--- config.mk ---
export PLATFORM = sky130hd
export DESIGN_NAME = sfw_wake_id
export DESIGN_NICKNAME = d
export VERILOG_FILES = /design/src/include/sfw_pkg.sv /design/src/hw/sfw_wake_id.sv /design/src/hw/sfw_array.sv
export SDC_FILE = /design/constraint.sdc
export NUM_CORES = 1
export LEC_CHECK = 0
export BUFFER_PORTS_ARGS = -buffer_cell sky130_fd_sc_hd__buf_2
export CORE_MARGIN = 2
export CORE_UTILIZATION = 33
export DETAILED_ROUTE_END_ITERATION = 10
export PLACE_DENSITY = 0.56
export REMOVE_ABC_BUFFERS = 1
export SLEW_MARGIN = 20
export SYNTH_ARGS = -nofsm -noshare
export SYNTH_HDL_FRONTEND = slang
export SYNTH_SLANG_ARGS = --single-unit
export TNS_END_PERCENT = 20
--- constraint.sdc ---
create_clock -name mclk_in -period 2.4 [get_ports mclk_in]
set_input_delay 0.36 -clock mclk_in [delete_from_list [all_inputs] [get_ports mclk_in]]
set_output_delay 0.36 -clock mclk_in [all_outputs]
set_load 0.005 [all_outputs]
--- src/include/sfw_pkg.sv ---
// constants, carriers and frame states for the sleep-wake and id-read block
// assumes a 25 MHz system clock and an spi host on the far side of the pins
package sfw_pkg;
  localparam logic [7:0] WAKE_ID_OP = 8'hab;
  localparam logic [7:0] SLEEP_OP = 8'hb9;
  // software reset opcode; value is a plain default
  localparam logic [7:0] SOFT_RESET_OP = 8'hff;
  localparam logic [5:0] OPCODE_BITS = 6'h08;
  // opcode plus three dummy bytes
  localparam logic [5:0] ID_START_BITS = 6'h20;
  localparam logic [5:0] BIT_CNT_MAX = 6'h3f;
  localparam logic [2:0] ID_MSB = 3'h7;
  localparam logic [7:0] ARRAY_ERASED = 8'hff;
  localparam logic [7:0] STATUS_DELIVERED = 8'h00;
  localparam int WIP_BIT = 0;
  localparam int ARRAY_DEPTH = 16;
  localparam int ARRAY_AW = 4;
  localparam int MCLK_KHZ = 25000;
  localparam int POWERUP_READY_MS = 1;
  localparam int POWERUP_READY_CYC = POWERUP_READY_MS * MCLK_KHZ;
  localparam int WAKEUP_RECOVERY_NS = 3000;
  localparam int WAKEUP_RECOVERY_CYC =
    (WAKEUP_RECOVERY_NS * MCLK_KHZ + 999999) / 1000000;

  typedef struct packed {
    logic cs_n;
    logic sclk;
    logic si;
  } sfw_pins_t;

  typedef struct packed {
    logic valid;
    logic [7:0] opcode;
  } sfw_cmd_t;

  typedef enum logic [2:0] {
    st_idle,
    st_opcode,
    st_dummy,
    st_id_out,
    st_ignore
  } sfw_frame_t;
endpackage

--- src/hw/sfw_wake_id.sv ---
// sleep entry, wake-up and device id read command handling
// assumes spi pins arrive asynchronously; wip and array port on mclk_in
`timescale 1ns/1ps
module sfw_wake_id
  import sfw_pkg::*;
#(
  parameter int POWERUP_CYC = POWERUP_READY_CYC,
  // identity code; value is arbitrary
  parameter logic [7:0] DEVICE_ID = 8'h5a
) (
  input wire logic mclk_in,
  input wire logic reset_n_in,
  input wire sfw_pins_t spi_pins_in,
  input wire logic write_in_progress_flag_in,
  input wire logic array_wr_in,
  input wire logic [ARRAY_AW-1:0] array_addr_in,
  input wire logic [7:0] array_wdata_in,
  output logic so_out,
  output logic so_oe_n_out,
  output sfw_cmd_t cmd_out,
  output logic asleep_out,
  output logic recovering_out,
  output logic ready_out,
  output logic [7:0] status_out,
  output logic [7:0] array_rdata_out
);
  function automatic logic rose(input logic cur, input logic prev);
    return cur & ~prev;
  endfunction

  sfw_pins_t pins_s1, pins_s2, pins_s3;
  sfw_frame_t state;
  logic [5:0] bit_cnt;
  logic [7:0] shift;
  logic [7:0] next_opcode;
  logic [2:0] id_idx;
  logic [15:0] rec_cnt;
  logic [15:0] pu_cnt;
  logic sclk_rise, sclk_fall, cs_rise, blocked, last_op_bit, wake_event;
  logic sleep_event;
  // idle pin levels, so that no false sclk edge follows reset
  localparam sfw_pins_t PINS_IDLE = '{cs_n: 1'b1, sclk: 1'b0, si: 1'b0};

  always_ff @(posedge mclk_in) begin
    if (!reset_n_in) begin
      pins_s1 <= PINS_IDLE;
      pins_s2 <= PINS_IDLE;
      pins_s3 <= PINS_IDLE;
    end else begin
      pins_s1 <= spi_pins_in;
      pins_s2 <= pins_s1;
      pins_s3 <= pins_s2;
    end
  end

  assign sclk_rise = rose(pins_s2.sclk, pins_s3.sclk) & ~pins_s2.cs_n;
  assign sclk_fall = rose(pins_s3.sclk, pins_s2.sclk) & ~pins_s2.cs_n;
  assign cs_rise = rose(pins_s2.cs_n, pins_s3.cs_n);
  assign blocked = recovering_out | ~ready_out;
  assign last_op_bit = sclk_rise && bit_cnt == OPCODE_BITS - 6'h01;
  assign next_opcode = {shift[6:0], pins_s2.si};

  // opcode and dummy bits are sampled on sclk rising edges
  always_ff @(posedge mclk_in) begin
    if (!reset_n_in || pins_s2.cs_n) begin
      bit_cnt <= '0;
      shift <= '0;
    end else if (sclk_rise) begin
      shift <= next_opcode;
      if (bit_cnt != BIT_CNT_MAX) begin
        bit_cnt <= bit_cnt + 6'h01;
      end
    end
  end

  always_ff @(posedge mclk_in) begin
    if (!reset_n_in || pins_s2.cs_n) begin
      state <= st_idle;
    end else begin
      unique case (state)
        st_idle: begin
          state <= blocked ? st_ignore : st_opcode;
        end
        st_opcode: begin
          if (last_op_bit) begin
            if (next_opcode == WAKE_ID_OP) begin
              state <= write_in_progress_flag_in ? st_ignore : st_dummy;
            end else if (next_opcode != SLEEP_OP) begin
              state <= st_ignore;
            end
          end else if (sclk_rise && bit_cnt >= OPCODE_BITS) begin
            state <= st_ignore;
          end
        end
        st_dummy: begin
          if (sclk_rise && bit_cnt == ID_START_BITS - 6'h01) begin
            state <= st_id_out;
          end
        end
        st_id_out: state <= st_id_out;
        st_ignore: state <= st_ignore;
      endcase
    end
  end

  // id bits leave on falling edges, msb first, wrapping to repeat the byte
  always_ff @(posedge mclk_in) begin
    if (!reset_n_in || pins_s2.cs_n) begin
      so_out <= 1'b0;
      so_oe_n_out <= 1'b1;
      id_idx <= ID_MSB;
    end else if (state == st_id_out && sclk_fall) begin
      so_out <= DEVICE_ID[id_idx];
      so_oe_n_out <= 1'b0;
      id_idx <= id_idx - 3'h1;
    end
  end

  // other opcodes go on to the rest of the device; asleep only soft reset
  always_ff @(posedge mclk_in) begin
    if (!reset_n_in) begin
      cmd_out <= '0;
    end else begin
      cmd_out.valid <= 1'b0;
      if (state == st_opcode && last_op_bit && next_opcode != WAKE_ID_OP
          && next_opcode != SLEEP_OP
          && (!asleep_out || next_opcode == SOFT_RESET_OP)) begin
        cmd_out.valid <= 1'b1;
        cmd_out.opcode <= next_opcode;
      end
    end
  end

  assign wake_event = cs_rise && asleep_out && !write_in_progress_flag_in
    && (state == st_dummy || state == st_id_out);
  assign sleep_event = cs_rise && !asleep_out && !write_in_progress_flag_in
    && state == st_opcode && bit_cnt == OPCODE_BITS
    && shift == SLEEP_OP;

  // an awake short ABH reaches neither branch and stays a no-op
  always_ff @(posedge mclk_in) begin
    if (!reset_n_in) begin
      asleep_out <= 1'b0;
    end else if (wake_event) begin
      asleep_out <= 1'b0;
    end else if (sleep_event) begin
      asleep_out <= 1'b1;
    end
  end

  always_ff @(posedge mclk_in) begin
    if (!reset_n_in) begin
      recovering_out <= 1'b0;
      rec_cnt <= '0;
    end else if (wake_event) begin
      recovering_out <= 1'b1;
      rec_cnt <= 16'(WAKEUP_RECOVERY_CYC - 1);
    end else if (rec_cnt != '0) begin
      rec_cnt <= rec_cnt - 16'h0001;
    end else begin
      recovering_out <= 1'b0;
    end
  end

  // commands are refused until the power-up ready delay has passed
  always_ff @(posedge mclk_in) begin
    if (!reset_n_in) begin
      ready_out <= 1'b0;
      pu_cnt <= '0;
    end else if (pu_cnt == 16'(POWERUP_CYC - 1)) begin
      ready_out <= 1'b1;
    end else begin
      pu_cnt <= pu_cnt + 16'h0001;
    end
  end

  always_ff @(posedge mclk_in) begin
    if (!reset_n_in) begin
      status_out <= STATUS_DELIVERED;
    end else begin
      status_out <= STATUS_DELIVERED;
      status_out[WIP_BIT] <= write_in_progress_flag_in;
    end
  end

  sfw_array u_array (
    .mclk_in(mclk_in),
    .reset_n_in(reset_n_in),
    .wr_en_in(array_wr_in),
    .addr_in(array_addr_in),
    .wdata_in(array_wdata_in),
    .rdata_out(array_rdata_out)
  );
endmodule

--- src/hw/sfw_array.sv ---
// small storage array with registered read data, erased at reset
// assumes same-clock write and read requests from the owning block
`timescale 1ns/1ps
module sfw_array
  import sfw_pkg::*;
(
  input wire logic mclk_in,
  input wire logic reset_n_in,
  input wire logic wr_en_in,
  input wire logic [ARRAY_AW-1:0] addr_in,
  input wire logic [7:0] wdata_in,
  output logic [7:0] rdata_out
);
  logic [7:0] mem [ARRAY_DEPTH];

  always_ff @(posedge mclk_in) begin
    if (!reset_n_in) begin
      for (int i = 0; i < ARRAY_DEPTH; i++) begin
        mem[i] <= ARRAY_ERASED;
      end
    end else if (wr_en_in) begin
      mem[addr_in] <= wdata_in;
    end
  end

  always_ff @(posedge mclk_in) begin
    if (!reset_n_in) begin
      rdata_out <= ARRAY_ERASED;
    end else begin
      rdata_out <= mem[addr_in];
    end
  end
endmodule

* After elaboration in Yosys (flattened, before gate mapping)
Memories as Yosys holds them, arrays and structs flattened. A register that Yosys moved wholly into a read port is not among the register bits. Cells that the tools add are included.
Operators by class: add/sub/neg operators 4, order comparisons 1, equality and inequality tests 18, multiplexer cells 20, bitwise logic cells 12, reduce and logical (&&, ||, !) cells 30
Operator list (number):
- == test 8 bit (second input constant) | 3
- two-way mux 3 bit | 7
- adder 16 x 1 -> 16 bit (second input constant) | 1
- == test 16 x 15 -> 1 bit (second input constant) | 1
- logical AND 1 bit | 16
- != test 8 bit (second input constant) | 2
- nonzero test 16 bit | 1
- subtractor 16 x 1 -> 16 bit (second input constant) | 1
- case mux 3 bit (5 select lines) | 1
- two-way mux 7 bit | 2
- two-way mux 9 bit | 1
- two-way mux 8 bit | 1
- OR reduction 8 bit | 1
- two-way mux 1 bit | 7
- adder 6 x 1 -> 6 bit (second input constant) | 1
- == test 3 x 2 -> 1 bit (second input constant) | 2
- == test 6 x 3 -> 1 bit (second input constant) | 1
- == test 6 x 4 -> 1 bit (second input constant) | 1
- == test 6 x 5 -> 1 bit (second input constant) | 1
- >= comparator 6 x 4 -> 1 bit (second input constant) | 1
- != test 6 bit (second input constant) | 1
- inverter 1 bit | 6
- AND 1 bit | 5
- logical NOT 1 bit | 4
- other kinds (14) | 17
Word-level totals: bits in registers 81, memory bits (writable) 128, memory bits (read-only) 8, input bits 19, output and inout bits 30, logic and storage cells 110, memories 2
Memory list:
- u_array.mem | words 16, bits a word 8, rd ports 1, clocked after memory_dff 1, write ports 16, line sfw_array.sv:14 | logic [7:0] mem [ARRAY_DEPTH];
- (name not given) | words 8, bits a word 1, rd ports 1, clocked after memory_dff 1, write ports 0, line sfw_wake_id.sv:113 | so_out <= DEVICE_ID[id_idx];

* Logic depth before layout (Yosys ltp)
depth in word-level cells 9, depth in mapped cells 7, depth with buffers taken out 6

* Cells and area by module
A second synthesis with hierarchy kept.
Unflattened totals: cell total of the unflattened synthesis 828, area total of the unflattened synthesis 9696.8 µm²
Modules (own cells, without submodules):
- sfw_array | instances 1, cells an instance 439, area an instance 6281.0 µm², seq. area each 4003.8 µm²
- sfw_wake_id | instances 1, cells an instance 389, area an instance 3415.8 µm², seq. area each 1501.4 µm²

* Least setup slack after synthesis
Ideal clock, no wire load.
path kind in2reg, from input port array_addr_in[0], to memory u_array.mem[3][0], enable pin, setup time 335 ps, arrival time 2069 ps, data required time 2065 ps, setup slack -4 ps, stages on the path 5, buffers on the path 2, path through buf_4 > buf_2 > nand2_1 > nor4_1 > nand2b_1
RTL lines:
- start: declaration | line sfw_wake_id.sv:16 | input wire logic [ARRAY_AW-1:0] array_addr_in,
- end: declaration | line sfw_array.sv:14

* Worst setup path in the final report
from register pins_s2[2] in the netlist's numbering, to register cmd_out[1] in the netlist's numbering
On the way: cells in the longest elaborated chain, start to end 7
RTL lines:
- start: declaration | line sfw_wake_id.sv:31 | sfw_pins_t pins_s1, pins_s2, pins_s3;
- start signal: assignment | line sfw_wake_id.sv:51 | pins_s2 <= pins_s1;
- inverter 1 bit | line sfw_wake_id.sv:56 | assign sclk_rise = rose(pins_s2.sclk, pins_s3.sclk) & ~pins_s2.cs_n;
- AND 1 bit | line sfw_wake_id.sv:56
- logical AND 1 bit | line sfw_wake_id.sv:60 | assign last_op_bit = sclk_rise && bit_cnt == OPCODE_BITS - 6'h01;
- logical AND 1 bit (2 in series) | line sfw_wake_id.sv:125 | if (state == st_opcode && last_op_bit && next_opcode != WAKE_ID_OP
- logical AND 1 bit | line sfw_wake_id.sv:126 | && next_opcode != SLEEP_OP
- logical AND 1 bit | line sfw_wake_id.sv:127 | && (!asleep_out || next_opcode == SOFT_RESET_OP)) begin
- end: declaration | line sfw_wake_id.sv:20 | output sfw_cmd_t cmd_out,
No other way between the ends. A chain may end at the register's enable or synchronous reset.

==> results.toml <==
[clock_tree]
cts_tree = "yes"
clk_pin_slew_worst_paths_ns = 0.06
cts_root_buf = "clkbuf_16"
clock-sinks = 211
post_cts_resize_count = 0
cts_max_path_buffers = 3
htree_levels = 1
holdBufCountCts = 0
cts_buffers = 24
clk_latency_ns = 0.52
cts_setup_buffers = 0

[route]
firstDrtPassIters = 5
drt_iter0_drc = 467
drc_errors = 0
vias_per_cell = 5.12
wire_per_inst_um = 18.3
wl_um = 22800
final_antenna_net_count = 0
num_vias = 6380

[power]
power_per_cell_area_nw_per_um2 = 827
ir_drop_mv = 0.507
switching_share_pct = 26.3
p_leak_nw = 3.81
p_comb_share_pct = 15.2
pwr-share-clk_pct = 38.2
p_seq_share_pct = 46.6
power.internal_w = 0.00677
p_sw_w = 0.00242

[yosys]
yosysTopAreaCellShare_pct = 40.3
avgSynthCellArea_um2 = 12.1
netlist_area_um2 = 9550
synthTopCellsByCount = "128 x edfxtp_1, 83 x dfxtp_1, 82 x or3_1, 44 x or2_2, 39 x clkbuf_1"
async_flop_share_pct = 0
ys_ff_latch = 211
yosysWarningCount = 0
synth.area.top_cells = "edfxtp_1 40%, dfxtp_1 17%, mux4_2 7.5%"
syn_inst = 788
yosysSeqAreaShare_pct = 57.7
ys_types = 59
synth-main-ff-cell = "edfxtp_1"
synth_edf_count = 128
synth_top_cell_by_area = "edfxtp_1"
synth.most_common_cell = "edfxtp_1"

[worst_hold_path]
min_path_type = "in -> reg"
whs_path_depth = 2

[global_route]
grt_max_degree = 33
grt_overflow = 0
grt_pass1_vias = 6364
grt_pass1_wl_um = 36000
grt_antenna_before_repair = 1
grt.total_usage_pct = 15.0

[timing]
rsz0062_at_grt = "no"
hold_viol = 0
skew_ns = 0.0228
setup_ws_ns = 0.272
fmax_ghz = 0.470
tns_ns = 0
period_needed_ns = 2.13
finalSetupViolCount = 0
report.final.slew_viol_count = 0
hold_slack_ns = 0.0522
worst_pin_slew_ns = 0.641
max-slew-margin-rel_pct = 56.8
period_share_pct = 88.6

[placement]
portBuffers = 41
place_congestion = 0.817
post-place-ws_ns = 0.304
hpwl_um = 15200

[die]
die_h_um = 174
die_w_um = 174
fp-row-count = 62
core-area_um2 = 28600
die_area_um2 = 30300
start_util_pct = 33.4
ios = 49

[setup_path]
slowest_stage = "or4_1"
max_stage_delay_ns = 0.72
crit_buf_inv = 0
reg2regPathDepth = 4
path_delay_family = "simple AND/OR/NAND/NOR gates"
crit_type = "reg -> reg"
arrival_ns = 2.50
startpoint_type = "flip-flop"
cp.required_ns = 2.78
crit_chain = "or3b_1, or4_1, o31ai_1, a21oi_1"
crit_fanout = 8
crit_cells = 4
cp-end-kind = "flip-flop"

[cells_and_area]
n_antenna_cell = 0
fill_cells = 2754
drive_gt1_share_pct = 24.9
finalNetCount = 872
areaGrowthSynthToFinish_pct = 16.4

[status]
outcome = "finished, final reports clean"

[run]
maxCapViolations = 0
-- cells in the final DEF (no fill, tap or decap), types with 7 or more instances in the layout --
cell type  Yosys  routed
conb_1         1       7
clkbuf_16      0      24
dfxtp_1       83      83
o21ai_0       23      23
and2_1        11      11
a22oi_1        8       8
edfxtp_1     128     128
nor4_1         7       7
buf_4          8      45
nand2_1       37      37
nand2b_1      32      32
mux2i_1       22      22
nor2_1        26      26
buf_2          2      41
nand4_1       15      15
nor3_1        10      10
a21oi_1       38      38
o31ai_1       13      13
xor2_1        10      10
or2_2         44      44
nand3_1       12      12
or3_1         82      82
mux4_2        32      32
inv_1         11      11
or4_1          9       9
-- through the flow --
step	util [%]	std cells	total power (W)	area (um^2)
finish	38.8	1247	0.00919	11100
global route	38.8	1247	0.00960	11100
CTS	38.8	1247	0.00926	11100
detailed placement	36.2	1205	0.00575	10400
global placement	36.2	1205	0.00573	10400
floorplan	-	734	0.00522	9310
-- power by group through the flow --
stage	clock network [W]	registers, W	logic, W
CTS	0.00358	0.00428	0.00140
global route	0.00374	0.00431	0.00155
finish	0.00351	0.00428	0.00140
detailed placement	0	0.00436	0.00139
global placement	0	0.00435	0.00138
floorplan	0	0.00430	0.000920
-- kinds of logic (layout without fill, tap and decap cells) --
kind of cell | count (synthesis) | count (layout) | synth area share (%)
buffers and inverters | 72 | 141 | 3.18
flip-flops | 211 | 211 | 57.7
AO/OA/AOI/OAI | 107 | 107 | 7.06
multiplexers | 54 | 54 | 9.85
XOR/XNOR | 16 | 16 | 1.47
adder cells (fa/ha/maj) | 6 | 6 | 0.786
other | 1 | 7 | 0.0393
AND/OR/NAND/NOR | 321 | 321 | 20.0
-- sequential cells by signal (all words and copies together) (netlist names), 3 cells and up --
signal	flops
bit_cnt	6
cmd_out	9
id_idx	3
pins_s1	3
pu_cnt	16
rec_cnt	16
shift	8
state	3
u_array.mem	128
u_array.rdata_out	8
-- final cells by class --
type	instances	area [um^2]	share of cell area, %
well taps	384	480	4.32
repair buffers	87	563	5.07
multi-input cells	511	3760	33.9
clock inverters	11	90.1	0.811
flip-flops and latches	211	5510	49.5
inverters	12	45.0	0.405
clock buffers	31	667	6.00
-- final timing paths --
| kind | slack (ns) | endpoint | from |
|---|---|---|---|
| hold / removal | 0.05 | pins_s1[2] | spi_pins_in[2] |
| hold reg to reg | 0.43 | pins_s2[2] | pins_s1[2] |
| setup reg to reg | 0.27 | cmd_out[1] | pins_s2[2] |
| setup / recovery | 0.27 | cmd_out[1] | pins_s2[2] |
-- per-layer routing --
metal | global-route usage (%) | vias to the layer above | wire length (um)
li1 | - | 3071 | -
met1 | 20.9 | 3121 | 10500
met2 | 24.4 | 156 | 10600
met3 | 2.78 | 32 | 1180
met4 | 3.19 | 0 | 488
met5 | 0 | - | 0
Note: power is estimated with default switching activity, not from simulation.
